File: src/hw/hbacap_cfg.svh
`ifndef HBACAP_CFG_SVH
`define HBACAP_CFG_SVH

// ----------------------------------------
// register map
// ----------------------------------------
`define HBACAP_ADDR_W 8
`define HBACAP_OFS_CAPS 8'h00

// ----------------------------------------
// field positions inside the capability word
// ----------------------------------------
`define HBACAP_SPD_HI 23
`define HBACAP_SPD_LO 20
`define HBACAP_RSVD_BIT 19
`define HBACAP_NATIVE_BIT 18
`define HBACAP_MULT_BIT 17
`define HBACAP_FRAME_BIT 16
`define HBACAP_PIO_BIT 15
`define HBACAP_DEEP_BIT 14
`define HBACAP_LIGHT_BIT 13
`define HBACAP_SLOT_HI 12
`define HBACAP_SLOT_LO 8
`define HBACAP_COAL_BIT 7
`define HBACAP_ENCL_BIT 6
`define HBACAP_EXT_BIT 5
`define HBACAP_PORT_HI 4
`define HBACAP_PORT_LO 0

// ----------------------------------------
// encodings and reset values
// ----------------------------------------
`define HBACAP_SPEED_GEN1 4'h1
`define HBACAP_SPEED_GEN2 4'h2
`define HBACAP_SPEED_GEN3 4'h3
`define HBACAP_SPEED_FALLBACK 4'h1
`define HBACAP_WORD_RESET 32'h0000_0000
`define HBACAP_PIO_MULTI_HW 1'h1
`define HBACAP_PORT_MIN_M1 5'h00

`endif

File: src/hw/hbacap_pkg.sv
package hbacap_pkg;

  typedef enum logic [0:0] {
    HBACAP_PH_LOAD,
    HBACAP_PH_RUN
  } hbacap_phase_t;

  typedef struct packed {
    logic [3:0] max_link_speed;
    logic native_only_flag;
    logic multiplier_supported;
    logic frame_switching_supported;
    logic multi_block_pio;
    logic deep_sleep_capable;
    logic light_sleep_capable;
    logic [4:0] slot_count_m1;
    logic coalescing_supported;
    logic enclosure_mgmt_supported;
    logic external_port_present;
    logic [4:0] port_count_m1;
  } hbacap_fields_t;

  typedef struct packed {
    hbacap_phase_t phase;
    hbacap_fields_t fields;
    logic ack;
  } hbacap_state_t;

  typedef struct packed {
    logic [31:0] word;
    logic [31:0] rdata;
  } hbacap_word_state_t;

endpackage

File: src/hw/hbacap_word_reg.sv
`timescale 1ns/1ps
`include "hbacap_cfg.svh"

module hbacap_word_reg (
  input wire logic clk, // 125 MHz host clock
  input wire logic rst_n, // async reset, active low
  input wire logic load, // one-cycle pulse: take load_word
  input wire logic [31:0] load_word, // assembled capability word
  input wire logic rd_hit, // read of the capability offset
  output logic [31:0] rd_data // registered read data
);
  import hbacap_pkg::*;

  hbacap_word_state_t st_r;
  hbacap_word_state_t st_nxt;

  always_comb begin
    st_nxt = st_r;
    if (load) begin
      st_nxt.word = load_word;
    end
    // a miss returns zero, so unmapped reads are clean
    st_nxt.rdata = rd_hit ? st_r.word : 32'h0000_0000;
  end

  always_ff @(posedge clk or negedge rst_n) begin
    if (!rst_n) begin
      st_r <= {`HBACAP_WORD_RESET, 32'h0000_0000};
    end else begin
      st_r <= st_nxt;
    end
  end

  assign rd_data = st_r.rdata;

endmodule // hbacap_word_reg

File: src/hw/hbacap_top.sv
// Functional notes
// [RQ1] capability word readable at offset 00h
// [RQ2] bits 23:20 report max speed, legal encodings
// [RQ3] bit 18 one when native mechanism only
// [RQ4] bit 17 reports port multiplier support
// [RQ5] bit 16 set only with multiplier support
// [RQ6] bit 15 reports multi-block programmed IO
// [RQ7] multi-block programmed IO hardwired to one
// [RQ8] bit 14 reports deep sleep capability
// [RQ9] software avoids deep sleep when unsupported
// [RQ10] bit 13 reports light sleep capability
// [RQ11] software avoids light sleep when unsupported
// [RQ12] bits 12:8 hold slot count minus one
// [RQ13] every port gets the reported slot count
// [RQ14] bit 7 tracks coalescing register presence
// [RQ15] bit 6 tracks enclosure register presence
// [RQ16] bit 5 flags externally reachable ports
// [RQ17] bits 4:0 hold port count minus one
// [RQ18] port count encoding zero means one port
// [RQ19] port count may exceed available bitmap
// [RQ20] word is read-only, writes ignored
// [RQ21] reserved bit 19 reads zero
`timescale 1ns/1ps
`include "hbacap_cfg.svh"

module hbacap_top (
  input wire logic clk, // 125 MHz host clock
  input wire logic rst_n, // async reset, active low
  input wire logic [`HBACAP_ADDR_W-1:0] reg_addr, // byte address in global space
  input wire logic reg_rd, // read strobe, one cycle
  input wire logic reg_wr, // write strobe, one cycle
  input wire logic [31:0] reg_wdata, // write data, never stored
  output logic [31:0] reg_rdata, // read data, registered
  output logic reg_ack, // access done, one cycle
  input wire logic [3:0] strap_max_speed, // speed strap
  input wire logic strap_native_only, // no legacy interface
  input wire logic strap_multiplier, // multiplier strap
  input wire logic strap_frame_switch, // frame switching strap
  input wire logic strap_deep_sleep, // deep sleep strap
  input wire logic strap_light_sleep, // light sleep strap
  input wire logic [4:0] strap_slot_count_m1, // slots minus one strap
  input wire logic strap_coalescing, // coalescing strap
  input wire logic strap_enclosure, // enclosure strap
  input wire logic strap_external_port, // external connector strap
  input wire logic [4:0] strap_port_count_m1, // ports minus one strap
  output logic caps_valid, // fields captured
  output logic [3:0] max_link_speed, // reported speed
  output logic native_only_flag, // no legacy interface
  output logic multiplier_supported, // multiplier allowed
  output logic frame_switching_supported, // frame switching
  output logic multi_block_pio, // multi-block pio
  output logic deep_sleep_capable, // deep sleep allowed
  output logic light_sleep_capable, // light sleep allowed
  output logic [4:0] slot_count_m1, // slots per port minus one
  output logic coalescing_regs_present, // coalescing regs exist
  output logic enclosure_regs_present, // enclosure regs exist
  output logic external_port_present, // external ports exist
  output logic [4:0] port_count_m1 // silicon ports minus one
);
  import hbacap_pkg::*;

  // ----------------------------------------
  // state
  // ----------------------------------------
  hbacap_state_t st_r;
  hbacap_state_t st_nxt;
  hbacap_fields_t strap_fields;
  logic rd_hit;
  logic load_pulse;
  logic [31:0] cap_word;
  logic [31:0] word_rdata;
  logic [3:0] speed_clean;

  // ----------------------------------------
  // strap clean-up
  // ----------------------------------------
  // a reserved speed strap would mislead the driver, so fall back to gen 1
  always_comb begin
    case (strap_max_speed)
      `HBACAP_SPEED_GEN1: speed_clean = `HBACAP_SPEED_GEN1; // see RQ2
      `HBACAP_SPEED_GEN2: speed_clean = `HBACAP_SPEED_GEN2;
      `HBACAP_SPEED_GEN3: speed_clean = `HBACAP_SPEED_GEN3;
      default: speed_clean = `HBACAP_SPEED_FALLBACK;
    endcase
  end

  always_comb begin
    strap_fields = '0;
    strap_fields.max_link_speed = speed_clean;
    strap_fields.native_only_flag = strap_native_only; // see RQ3
    strap_fields.multiplier_supported = strap_multiplier; // see RQ4
    // frame switching without a multiplier is meaningless; masked here
    strap_fields.frame_switching_supported = strap_frame_switch & strap_multiplier; // see RQ5
    strap_fields.multi_block_pio = `HBACAP_PIO_MULTI_HW; // see RQ6 see RQ7
    strap_fields.deep_sleep_capable = strap_deep_sleep; // see RQ8
    strap_fields.light_sleep_capable = strap_light_sleep; // see RQ10
    strap_fields.slot_count_m1 = strap_slot_count_m1; // see RQ12
    strap_fields.coalescing_supported = strap_coalescing; // see RQ14
    strap_fields.enclosure_mgmt_supported = strap_enclosure; // see RQ15
    strap_fields.external_port_present = strap_external_port; // see RQ16
    // any 5-bit value is legal, zero being the single-port minimum
    strap_fields.port_count_m1 = strap_port_count_m1; // see RQ17 see RQ18
  end

  // ----------------------------------------
  // sequencing and bus
  // ----------------------------------------
  // decode ignores the byte lanes of the word
  assign rd_hit = reg_rd && (reg_addr[`HBACAP_ADDR_W-1:2] == 6'(`HBACAP_OFS_CAPS >> 2)); // see RQ1
  assign load_pulse = (st_r.phase == HBACAP_PH_LOAD);

  always_comb begin
    st_nxt = st_r;
    // writes are acknowledged but nothing takes reg_wdata
    st_nxt.ack = reg_rd | reg_wr; // see RQ20
    case (st_r.phase)
      HBACAP_PH_LOAD: begin
        // straps are caught on the first edge after reset release
        st_nxt.fields = strap_fields;
        st_nxt.phase = HBACAP_PH_RUN;
      end
      HBACAP_PH_RUN: begin
        st_nxt.fields = st_r.fields; // see RQ20
      end
      default: begin
        st_nxt.phase = HBACAP_PH_LOAD;
      end
    endcase
  end

  always_ff @(posedge clk or negedge rst_n) begin
    if (!rst_n) begin
      st_r <= '{phase: HBACAP_PH_LOAD, fields: '0, ack: 1'b0};
    end else begin
      st_r <= st_nxt;
    end
  end

  // ----------------------------------------
  // word assembly
  // ----------------------------------------
  // upper capability bits 31:24 are not provided and read zero
  always_comb begin
    cap_word = `HBACAP_WORD_RESET;
    cap_word[`HBACAP_SPD_HI:`HBACAP_SPD_LO] = strap_fields.max_link_speed;
    cap_word[`HBACAP_RSVD_BIT] = 1'b0; // see RQ21
    cap_word[`HBACAP_NATIVE_BIT] = strap_fields.native_only_flag;
    cap_word[`HBACAP_MULT_BIT] = strap_fields.multiplier_supported;
    cap_word[`HBACAP_FRAME_BIT] = strap_fields.frame_switching_supported;
    cap_word[`HBACAP_PIO_BIT] = strap_fields.multi_block_pio;
    cap_word[`HBACAP_DEEP_BIT] = strap_fields.deep_sleep_capable;
    cap_word[`HBACAP_LIGHT_BIT] = strap_fields.light_sleep_capable;
    cap_word[`HBACAP_SLOT_HI:`HBACAP_SLOT_LO] = strap_fields.slot_count_m1;
    cap_word[`HBACAP_COAL_BIT] = strap_fields.coalescing_supported;
    cap_word[`HBACAP_ENCL_BIT] = strap_fields.enclosure_mgmt_supported;
    cap_word[`HBACAP_EXT_BIT] = strap_fields.external_port_present;
    // no check against the available-ports bitmap: it may be smaller
    cap_word[`HBACAP_PORT_HI:`HBACAP_PORT_LO] = strap_fields.port_count_m1; // see RQ19
  end

  hbacap_word_reg u_word (
    .clk(clk),
    .rst_n(rst_n),
    .load(load_pulse),
    .load_word(cap_word),
    .rd_hit(rd_hit),
    .rd_data(word_rdata)
  );

  // ----------------------------------------
  // outputs
  // ----------------------------------------
  assign reg_rdata = word_rdata;
  assign reg_ack = st_r.ack;
  assign caps_valid = (st_r.phase == HBACAP_PH_RUN);
  assign max_link_speed = st_r.fields.max_link_speed;
  assign native_only_flag = st_r.fields.native_only_flag;
  assign multiplier_supported = st_r.fields.multiplier_supported;
  assign frame_switching_supported = st_r.fields.frame_switching_supported;
  assign multi_block_pio = st_r.fields.multi_block_pio;
  assign deep_sleep_capable = st_r.fields.deep_sleep_capable;
  assign light_sleep_capable = st_r.fields.light_sleep_capable;
  // one shared count fans out to all ports, so they cannot differ
  assign slot_count_m1 = st_r.fields.slot_count_m1; // see RQ13
  assign coalescing_regs_present = st_r.fields.coalescing_supported; // see RQ14
  assign enclosure_regs_present = st_r.fields.enclosure_mgmt_supported; // see RQ15
  assign external_port_present = st_r.fields.external_port_present;
  assign port_count_m1 = st_r.fields.port_count_m1;

  // ----------------------------------------
  // checks
  // ----------------------------------------
  a_read_answer: assert property ( // see RQ1
    @(posedge clk) disable iff (!rst_n)
    rd_hit && caps_valid |=> reg_ack && reg_rdata[`HBACAP_PORT_HI:`HBACAP_PORT_LO] == port_count_m1)
    else $error("capability read not answered next cycle");

  a_miss_zero: assert property ( // see RQ1
    @(posedge clk) disable iff (!rst_n)
    reg_rd && !rd_hit |=> reg_ack && reg_rdata == 32'h0000_0000)
    else $error("unmapped read returned nonzero");

  a_speed_legal: assert property ( // see RQ2
    @(posedge clk) disable iff (!rst_n)
    rd_hit && caps_valid |=> reg_rdata[`HBACAP_SPD_HI:`HBACAP_SPD_LO] inside {4'h1, 4'h2, 4'h3})
    else $error("reserved speed encoding reported");

  a_native_flag: assert property ( // see RQ3
    @(posedge clk) disable iff (!rst_n)
    rd_hit && caps_valid |=> reg_rdata[`HBACAP_NATIVE_BIT] == native_only_flag)
    else $error("native-only bit mismatch");

  a_mult_flag: assert property ( // see RQ4
    @(posedge clk) disable iff (!rst_n)
    rd_hit && caps_valid |=> reg_rdata[`HBACAP_MULT_BIT] == multiplier_supported)
    else $error("multiplier bit mismatch");

  a_frame_needs_mult: assert property ( // see RQ5
    @(posedge clk) disable iff (!rst_n)
    rd_hit && caps_valid ##1 reg_rdata[`HBACAP_FRAME_BIT] |-> reg_rdata[`HBACAP_MULT_BIT] && frame_switching_supported)
    else $error("frame switching without multiplier");

  a_pio_multi: assert property ( // see RQ6 see RQ7
    @(posedge clk) disable iff (!rst_n)
    rd_hit && caps_valid |=> reg_rdata[`HBACAP_PIO_BIT] && multi_block_pio)
    else $error("multi-block pio bit not one");

  a_sleep_flags: assert property ( // see RQ8 see RQ10
    @(posedge clk) disable iff (!rst_n)
    rd_hit && caps_valid |=> reg_rdata[`HBACAP_DEEP_BIT] == deep_sleep_capable
              && reg_rdata[`HBACAP_LIGHT_BIT] == light_sleep_capable)
    else $error("sleep capability bits mismatch");

  a_slot_count: assert property ( // see RQ12 see RQ13
    @(posedge clk) disable iff (!rst_n)
    rd_hit && caps_valid |=> reg_rdata[`HBACAP_SLOT_HI:`HBACAP_SLOT_LO] == slot_count_m1)
    else $error("slot count field mismatch");

  a_feature_regs: assert property ( // see RQ14 see RQ15 see RQ16
    @(posedge clk) disable iff (!rst_n)
    rd_hit && caps_valid |=> reg_rdata[`HBACAP_COAL_BIT] == coalescing_regs_present
              && reg_rdata[`HBACAP_ENCL_BIT] == enclosure_regs_present
              && reg_rdata[`HBACAP_EXT_BIT] == external_port_present)
    else $error("feature presence bits mismatch");

  a_port_count: assert property ( // see RQ17 see RQ18
    @(posedge clk) disable iff (!rst_n)
    caps_valid ##1 (rd_hit && caps_valid) |=> reg_rdata[`HBACAP_PORT_HI:`HBACAP_PORT_LO] == $past(port_count_m1, 2))
    else $error("port count field mismatch");

  a_write_ignored: assert property ( // see RQ20
    @(posedge clk) disable iff (!rst_n)
    caps_valid && reg_wr |=> reg_ack && $stable(st_r.fields) ##1 $stable(st_r.fields))
    else $error("write altered the capability fields");

  a_fields_frozen: assert property ( // see RQ20
    @(posedge clk) disable iff (!rst_n)
    caps_valid ##1 caps_valid |-> $stable(st_r.fields))
    else $error("capability fields changed after load");

  a_reserved_zero: assert property ( // see RQ21
    @(posedge clk) disable iff (!rst_n)
    reg_ack |-> reg_rdata[`HBACAP_RSVD_BIT] == 1'b0 && reg_rdata[31:24] == 8'h00)
    else $error("reserved bits read nonzero");

  a_ack_follows: assert property ( // see RQ20
    @(posedge clk) disable iff (!rst_n)
    reg_rd || reg_wr |=> reg_ack)
    else $error("access not acknowledged");

  a_ack_single: assert property ( // see RQ1
    @(posedge clk) disable iff (!rst_n)
    !(reg_rd || reg_wr) |=> !reg_ack)
    else $error("acknowledge without access");

  a_idle_zero: assert property ( // see RQ1
    @(posedge clk) disable iff (!rst_n)
    !rd_hit |=> reg_rdata == 32'h0000_0000)
    else $error("read data not zero without a hit");

  a_wr_rdata_zero: assert property ( // see RQ20
    @(posedge clk) disable iff (!rst_n)
    reg_wr && !reg_rd |=> reg_ack && reg_rdata == 32'h0000_0000)
    else $error("write returned read data");

  a_speed_field: assert property ( // see RQ2
    @(posedge clk) disable iff (!rst_n)
    caps_valid |-> max_link_speed inside {`HBACAP_SPEED_GEN1, `HBACAP_SPEED_GEN2, `HBACAP_SPEED_GEN3})
    else $error("reserved speed code on field output");

  a_frame_masked: assert property ( // see RQ5
    @(posedge clk) disable iff (!rst_n)
    caps_valid && frame_switching_supported |-> multiplier_supported)
    else $error("frame switching output without multiplier");

  a_pio_field: assert property ( // see RQ7
    @(posedge clk) disable iff (!rst_n)
    caps_valid |-> multi_block_pio)
    else $error("multi-block pio output not one");

  a_valid_holds: assert property ( // see RQ20
    @(posedge clk) disable iff (!rst_n)
    caps_valid |=> caps_valid)
    else $error("capture flag dropped before reset");

  // the capture edge is the only moment the straps matter
  a_load_capture: assert property ( // see RQ12 see RQ17
    @(posedge clk) disable iff (!rst_n)
    $rose(caps_valid) |-> st_r.fields == $past(strap_fields))
    else $error("captured fields differ from straps");

endmodule // hbacap_top

File: config.mk
export PLATFORM = sky130hd
export DESIGN_NAME = hbacap_top
export DESIGN_NICKNAME = d
export VERILOG_FILES = /design/src/hw/hbacap_pkg.sv /design/src/hw/hbacap_word_reg.sv /design/src/hw/hbacap_top.sv
export VERILOG_INCLUDE_DIRS = /design/src /design/src/hw
export SDC_FILE = /design/constraint.sdc
export NUM_CORES = 1
export LEC_CHECK = 0
export BUFFER_PORTS_ARGS = -buffer_cell sky130_fd_sc_hd__buf_2
export CORE_MARGIN = 2
export CORE_UTILIZATION = 40
export DETAILED_ROUTE_END_ITERATION = 8
export GPL_ROUTABILITY_DRIVEN = 0
export GPL_TIMING_DRIVEN = 0
export PLACE_DENSITY = 0.88
export SYNTH_ARGS = -nofsm -noshare
export SYNTH_HDL_FRONTEND = slang
export SYNTH_SLANG_ARGS = --single-unit
File: constraint.sdc
create_clock -name clk -period 4 [get_ports clk]
set_clock_uncertainty 0.15 [all_clocks]
set_input_delay 0.8 -clock clk [delete_from_list [all_inputs] [get_ports clk]]
set_output_delay 0.8 -clock clk [all_outputs]
set_load 0.03 [all_outputs]
==> summary.md, run 1 <==
| Metric | Value |
|---|---|
| Slew Limit Fails | `0` |
| Die width | `approximately 71 microns` |
| Synth top area share | `0.606` |
| Post_cts resized | `0` |
| Synth Cell Area | `between 1500 and 2000 sq um` |
| Final worst path period share | `0.461` |
| Clk pin slew, worst setup/hold paths | `0.09 ns` |
| Most frequent cell after synthesis | `dfrtp_1` |
| GRT Util Overall | `0.143` |
| Setup TNS | `0 ns` |
| Peak VDD IR | `~180 uV` |
| Synth top area cells | `dfrtp_1, mux2_2, nor3_2, buf_4, inv_1` |
| FF+latch count, synth | `44` |
| TritonCTS clock tree | `done` |
| Part of the Yosys area used for sequential elements | `0.606` |
| Core area | `4350 sq um` |
| Nets | `around 300` |
| Die Span Y | `around 71 microns` |
| Simple-Gate Fraction of Synth Area | `0.147` |
| Max incr delay on CP | `between 0.3 and 0.4 ns` |
| Critical Path AT | `a little under 0.9 ns` |
| Post-Syn Area per Cell | `approximately 13 sq um` |
| # hold bufs at CTS | `0` |
| Post-CTS repair timing setup buffer count | `0` |
| Global-route wire length before repair | `5630 microns` |
| Area of the multi-input gates | `between 500 and 600 sq um` |
| CTS max path bufs | `2` |
| Main flop type after synthesis | `dfrtp_1` |
| Worst Path Max Fanout | `3` |
| Row count | `24` |
| Post-layout minimum cycle time | `approximately 1.8 ns` |
| Storage element area | `between 1000 and 1500 sq um` |
| TritonCTS Buffers | `5` |
| Adder-cell share of the synthesized area | `0` |
| Ant. Diodes | `0` |
| Crit path kind | `flip-flop to primary output` |
| Sink Count | `44` |
| Largest family of logic cells by synthesized area | `simple AND/OR/NAND/NOR gates` |
| Number of synthesized flops with an enable pin | `0` |
| Asr flop ratio synth | `1.00` |
| Worst Setup End Kind | `primary output` |
| Die area | `between 5000 and 6000 sq um` |
| Worst skew pair latency | `a little under 0.3 ns` |
| Root Driver | `clkbuf_8` |
| Largest net degree at the start of global routing | `45` |
| Crit path buf inv count | `1` |
| Synth warn | `0` |
| DR pass1 iterations | `4` |
| DP Wirelength | `about 2600 microns` |
| Wire per inst | `roughly 12 microns` |
| Fin. Hold Viols | `0` |
| Top-Level Pins | `123` |
| Htree depth | `2` |
| Total power | `a little under 1 mW` |
| Cells after Synth | `about 140` |
| Rel. slew slack | `0.362` |
| Ratio of cells with drive above 1 in the final layout | `0.601` |
| Fmax | `between 500 and 600 MHz` |
| Unrepaired setup endpoints after global routing | `no` |
| Synth unique cells | `19` |
| WHS | `between 0.3 and 0.4 ns` |
| CP max stage cell | `dfrtp_1` |
| Post-DR vias/cell | `between 4 and 5` |
| Initial antenna violation count | `0` |
| Max Cap Violations | `0` |
| GRT overflow | `0` |
| Mux contribution to synthesized area | `0.105` |
| Yosys top cell by area | `dfrtp_1` |
| Layout fillers | `approximately 380` |
| Starting Density | `0.417` |
| Starting DRT DRC Count | `30` |
| Vias | `~1,300` |
| Synth-to-Final Area Change | `32.7%` |
| Post-Synth XOR/XNOR Area | `0` |
| Req. time, crit path | `a little over 3 ns` |
| PD cells | `405 nW/um^2` |
| Final setup fails | `0` |
| ANT nets after route | `0` |
| Vias in the first global route | `1,196` |
| Status | `completed` |
| CP top delay family | `flip-flops` |
| Hold Crit Class | `flip-flop to flip-flop` |
| Compound-Gate Fraction of Synth Area | `0.0124` |
| Worst Setup Start Kind | `flip-flop` |
| Total wire length | `between 3000 and 4000 microns` |
| Leak | `approximately 1.3 nW` |
| Residual DRC count | `0` |
| Port bufs | `75` |
| CP cell instances | `buf_2` |
| Worst Max-Slew Pin Slew | `between 0.9 and 1 ns` |
| Synth cell count leaders | `dfrtp_1, inv_1, nor3_2, mux2_2, buf_4` |
==> placed cells by master, fill, tap and decap left out, types with 2 or more instances in the layout <==
cell      netlist  layout
buf_6           2       2
nand2_1         4       4
nor3_2         18      18
buf_4          13      13
nor3_4          2       2
conb_1          2      14
inv_1          22      22
clkbuf_1        1       2
dfrtp_1        44      44
buf_2           4      79
nor2_1          2       2
mux2_2         17      17
clkbuf_8        0       5
==> report_power, final <==
group	internal (mW)	switching, mW
combinational	0.0560	0.108
clock	0.185	0.148
sequential	0.465	0.0140
total	0.707	0.269
==> cells by family after synthesis <==
logic type,Yosys count
compound gates,3
buf+inv,42
flops,44
mux,17
other cells,2
simple gates,30
==> stage by stage <==
step / utilization / cells / area [sq um] / worst slack (ns)
floorplan: - / 150 / 1860 / 2.13
global placement: 0.528 / 277 / 2300 / 1.98
detailed placement: 0.528 / 277 / 2300 / 1.95
CTS: 0.553 / 285 / 2410 / 2.14
global route: 0.553 / 285 / 2410 / 2.11
finish: 0.553 / 285 / 2410 / 2.16
==> per-layer routing <==
| metal | up-vias | global-route usage | wire [microns] |
|---|---|---|---|
| met5 | - | 0 | 0 |
| met4 | 0 | 0.0482 | 40 |
| met3 | 5 | 0.0366 | 221 |
| met2 | 49 | 0.243 | 1850 |
| met1 | 620 | 0.178 | 1430 |
| li1 | 594 | - | - |
==> layout make-up <==
| cell class | count | share of cell area |
|---|---|---|
| sequential | 44 | 0.457 |
| multi-input combinational | 64 | 0.221 |
| timing repair buffer | 75 | 0.156 |
| buffer | 20 | 0.0597 |
| inverter | 22 | 0.0343 |
| clock buffer | 6 | 0.0301 |
| tap | 52 | 0.0270 |
| clock inverter | 2 | 0.0145 |
==> sequential cells by signal (all words and copies together) (netlist names) <==
signal	flops
caps_valid	1
max_link_speed	1
port_count_m1	4
reg_ack	1
slot_count_m1	4
u_word.rd_data	21
u_word.st_r	12
==> final timing paths <==
path                            startpoint                to  slack [ns]  cells past startpoint
setup / recovery           u_word.st_r[44]  slot_count_m1[4]        2.16                      1
hold / removal             u_word.st_r[47]   u_word.st_r[47]        0.36                      2
setup reg to reg                caps_valid   u_word.st_r[37]        2.39                      3
hold reg to reg            u_word.st_r[47]   u_word.st_r[47]        0.36                      2
max in group asynchronous            rst_n   u_word.st_r[48]        2.59                      1
min in group asynchronous            rst_n  slot_count_m1[3]        0.51                      1
No activity file was read; power rests on OpenSTA's default activity.
==> run 2: changes to the inputs <==
- CORE_UTILIZATION: 40 -> 37
- PLACE_DENSITY: 0.88 -> 0.86
- clock period: 4 -> 1.5 ns (I/O delays scaled with it)
==> run 2 against run 1 <==
Compared with the run above:
- flip-flop and latch count stayed put
- first-iteration DRC count is 40% higher
- register-to-register slack worse by 2.2 ns
- clock power is 120% higher
- core utilization is 4.2 points lower
- final cell count is 4.9% higher
- wire length is 8.2% lower
- largest cell class unchanged
==> summary.md, run 2 (synthesized netlist as in run 1, its figures left out) <==
| Metric | Value |
|---|---|
| Status | `completed` |
| Post-DR vias/cell | `4.07` |
| GRT overflow | `0` |
| Setup TNS | `0 ns` |
| Largest net degree at the start of global routing | `between 40 and 50` |
| Crit path kind | `flip-flop to primary output` |
| Slew Limit Fails | `0` |
| Total wire length | `between 3000 and 4000 microns` |
| Synth-to-Final Area Change | `32.9%` |
| Top-Level Pins | `between 100 and 150` |
| GRT Util Overall | `0.126` |
| PD cells | `1010 nW/um^2` |
| Most common cell after layout, fill and taps aside | `buf_2` |
| Worst skew pair latency | `0.28 ns` |
| Max incr delay on CP | `approximately 0.44 ns` |
| CP top delay family | `flip-flops` |
| DR pass1 iterations | `3` |
| Hold Crit Class | `input port to async pin` |
| Final worst path period share | `0.929` |
| Worst Path Max Fanout | `7` |
| Worst Setup End Kind | `primary output` |
| Max reg flops | `21` |
| Global-route wire length before repair | `between 5000 and 6000 microns` |
| Placement Cell Area | `2320 sq um` |
| Req. time, crit path | `~1.1 ns` |
| ANT nets after route | `0` |
| Vias | `~1,200` |
| Core area | `between 4000 and 5000 sq um` |
| Root Driver | `clkbuf_8` |
| Ratio of cells with drive above 1 in the final layout | `0.612` |
| Ant. Diodes | `0` |
| Die width | `around 74 microns` |
| Worst Max-Slew Pin Slew | `roughly 0.94 ns` |
| # hold bufs at CTS | `0` |
| Sink Count | `between 40 and 50` |
| Critical Path AT | `between 0.9 and 1 ns` |
| Crit path buf inv count | `1` |
| CP max stage cell | `dfrtp_2` |
| Wire per inst | `about 11 microns` |
| Unrepaired setup endpoints after global routing | `no` |
| Post-layout minimum cycle time | `between 1 and 1.5 ns` |
| TritonCTS Buffers | `5` |
| Port bufs | `between 70 and 80` |
| Fin. Hold Viols | `0` |
| CTS max path bufs | `2` |
| Vias in the first global route | `1,208` |
| Max Cap Violations | `0` |
| Row count | `25` |
| Initial antenna violation count | `0` |
| Most frequent cells in the layout | `buf_2, dfrtp_1, inv_1, nor3_2, mux2_2` |
| Worst Setup Start Kind | `flip-flop` |
| Post_cts resized | `0` |
| Starting DRT DRC Count | `42` |
| CP cell instances | `buf_2` |
| Nets | `slightly below 300` |
| TritonCTS clock tree | `done` |
| Rel. slew slack | `0.371` |
| Htree depth | `2` |
| Leak | `between 1 and 1.5 nW` |
| Die area | `roughly 5500 sq um` |
| Die Span Y | `~74 microns` |
| Residual DRC count | `0` |
| Fin area | `about 2400 sq um` |
| Clk pin slew, worst setup/hold paths | `roughly 0.080 ns` |
| Starting Density | `0.384` |
| Peak VDD IR | `about 430 uV` |
| Final setup fails | `0` |
| Fmax | `718 MHz` |
| Post-CTS repair timing setup buffer count | `0` |
| DP Wirelength | `about 2500 microns` |
-- run 2: where the power goes --
| part | total, mW | switching (mW) | internal (mW) | leakage, nW |
|---|---|---|---|---|
| Combinational | 0.431 | 0.281 | 0.150 | 0.695 |
| Clock | 0.728 | 0.361 | 0.367 | 0.0510 |
| Sequential | 1.28 | 0.0383 | 1.24 | 0.557 |
-- run 2: worst reg2reg max path: cells and delay by family (launching register included) --
family,cells,cell delay [ns]
flip-flops,1,0.44
buffers and inverters,1,0.24
multiplexers,1,0.35
-- run 2: final cells by class --
cell class	instances	area, sq um
sequential	44	1100
multi-input combinational	64	533
inverter	22	82.6
tap	67	83.8
fill	418	2310
clock inverter	2	10.0
clock buffer	6	82.6
buffer	19	143
timing repair buffer	75	375
-- run 2: final timing paths --
check | startpoint | endpoint | slack, ns | cells after the start
max | caps_valid | caps_valid | 0.11 | 1
min reg2reg | max_link_speed[1] | max_link_speed[1] | 0.36 | 2
max in group asynchronous | rst_n | caps_valid | 0.55 | 1
max reg2reg | caps_valid | u_word.st_r[50] | 0.21 | 2
min | rst_n | u_word.rd_data[2] | 0.01 | 1
min in group clk | strap_max_speed[2] | max_link_speed[1] | 0.05 | 2
-- run 2: stage by stage --
step	instances	utilization	power, mW	setup slack, ns	hold WS, ns
finish	299	0.511	2.44	0.107	0.00971
global route	299	0.511	2.55	0.0634	0.0489
CTS	299	0.511	2.48	0.0824	0.0360
detailed placement	292	0.492	1.74	-0.0561	0.347
global placement	292	0.492	1.73	-0.0251	0.335
floorplan	150	-	1.59	0.00481	-0.146
-- run 2: layer usage --
layer  global-route usage  part of all wire  wire (microns)  vias to the layer above
met5                    0                 0               0                        -
met4               0.0505             0.014              46                        0
met3               0.0271             0.065             212                        4
met2                0.236              0.52            1680                       56
met1                0.138              0.40            1320                      567
li1                     -                 -               -                      591
==> run 3: changes to the inputs <==
- PLACE_DENSITY: 0.86 -> 0.75
==> run 3 against run 2 <==
Compared with the run above:
- core utilization is the same
- power grew 0.22%
- wire length grew 1.7%
- largest cell class unchanged
==> summary.md, run 3 (synthesized netlist as in run 1, its figures left out) <==
| Metric | Value |
|---|---|
| Status | `completed` |
| Vias in the first global route | `~1,100` |
| Fin area | `roughly 2400 sq um` |
| DP Wirelength | `between 2000 and 2500 microns` |
| Wire per inst | `between 10 and 15 microns` |
| ANT nets after route | `0` |
| Synth-to-Final Area Change | `32.9%` |
| Die area | `5480 sq um` |
| Global-route wire length before repair | `about 5200 microns` |
| Final worst path period share | `0.930` |
| Most frequent cells in the layout | `buf_2, dfrtp_1, inv_1, nor3_2, mux2_2` |
| Root Driver | `clkbuf_8` |
| Leak | `1.30 nW` |
| Total wire length | `between 3000 and 4000 microns` |
| Clk pin slew, worst setup/hold paths | `about 0.07 ns` |
| Residual DRC count | `0` |
| Fmax | `717 MHz` |
| Core area | `around 4700 sq um` |
| Crit path buf inv count | `1` |
| Htree depth | `2` |
| WHS | `approximately 0.0094 ns` |
| Starting Density | `0.384` |
| Vias | `1,204` |
| Worst Setup End Kind | `primary output` |
| Critical Path AT | `0.95 ns` |
| TritonCTS clock tree | `done` |
| Crit path kind | `flip-flop to primary output` |
| Rel. slew slack | `0.368` |
| Initial antenna violation count | `0` |
| Unrepaired setup endpoints after global routing | `no` |
| Post-layout util | `0.511` |
| Ratio of cells with drive above 1 in the final layout | `0.603` |
| PD cells | `slightly above 1000 nW/um^2` |
| CTS max path bufs | `2` |
| Top-Level Pins | `roughly 120` |
| Max Cap Violations | `0` |
| Post-DR vias/cell | `4.03` |
| Peak VDD IR | `around 480 uV` |
| Post-Layout Cell Count | `about 300` |
| Placement Cell Area | `2320 sq um` |
| Row count | `25` |
| Die Span Y | `approximately 74 microns` |
| CP max stage cell | `dfrtp_2` |
| Starting DRT DRC Count | `60` |
| Nets | `slightly below 300` |
| Setup TNS | `0 ns` |
| Worst Setup Start Kind | `flip-flop` |
| Max incr delay on CP | `roughly 0.44 ns` |
| Total power | `2.44 mW` |
| Largest net degree at the start of global routing | `45` |
| Ant. Diodes | `0` |
| Sink Count | `44` |
| Worst Max-Slew Pin Slew | `around 0.95 ns` |
| GRT Util Overall | `0.128` |
| Die width | `around 74 microns` |
| CP top delay family | `flip-flops` |
| Port bufs | `75` |
| Most common cell after layout, fill and taps aside | `buf_2` |
| CP cell instances | `buf_2` |
| GRT overflow | `0` |
| Final setup fails | `0` |
| TritonCTS Buffers | `5` |
| Req. time, crit path | `about 1.1 ns` |
| Layout fillers | `430` |
| Worst Path Max Fanout | `7` |
| Worst skew pair latency | `between 0.2 and 0.3 ns` |
| DR pass1 iterations | `4` |
| Worst setup margin | `0.105 ns` |
| Max reg flops | `21` |
| Fin. Hold Viols | `0` |
| Hold Crit Class | `input port to async pin` |
| Dpl ws | `-0.0531 ns` |
| Slew Limit Fails | `0` |
| Number of instances in the placed design | `between 200 and 300` |
| Post-layout minimum cycle time | `about 1.4 ns` |
==> run 3: layout make-up <==
cell class	count	area [sq um]	share of cell area
tap	67	83.8	0.0348
timing repair buffer	75	375	0.156
buffer	19	145	0.0602
multi-input combinational	64	533	0.221
clock buffer	8	90.1	0.0373
inverter	22	82.6	0.0342
sequential	44	1100	0.457
==> run 3: metal layers <==
| layer | vias up | global-route usage | routed length (microns) |
|---|---|---|---|
| met2 | 54 | 0.214 | 1660 |
| met5 | - | 0 | 0 |
| met3 | 8 | 0.0298 | 240 |
| li1 | 594 | - | - |
| met1 | 548 | 0.155 | 1340 |
| met4 | 0 | 0.0667 | 69 |
==> run 3: final timing paths <==
| check | start | to | slack (ns) | depth (start not counted) |
|---|---|---|---|---|
| setup / recovery | caps_valid | caps_valid | 0.10 | 1 |
| hold / removal | rst_n | u_word.rd_data[15] | 0.009 | 1 |
| setup reg to reg | caps_valid | slot_count_m1[0] | 0.21 | 2 |
| hold reg to reg | u_word.st_r[47] | u_word.st_r[47] | 0.35 | 2 |
| max in group asynchronous | rst_n | caps_valid | 0.54 | 1 |
| min in group clk | strap_max_speed[2] | max_link_speed[1] | 0.06 | 2 |
==> run 3: power breakdown <==
group / switching, mW / internal (mW)
Combinational: 0.280 / 0.150
Sequential: 0.0387 / 1.24
Clock: 0.357 / 0.375
Total: 0.676 / 1.77
==> run 3: repair_timing <==
| item | CTS | global route |
|---|---|---|
| setup buffers | 0 | 0 |
| endpoints found under the setup margin | 13 | 0 |
| hold buffers | 0 | 0 |
| gates resized for setup | 1 | 0 |
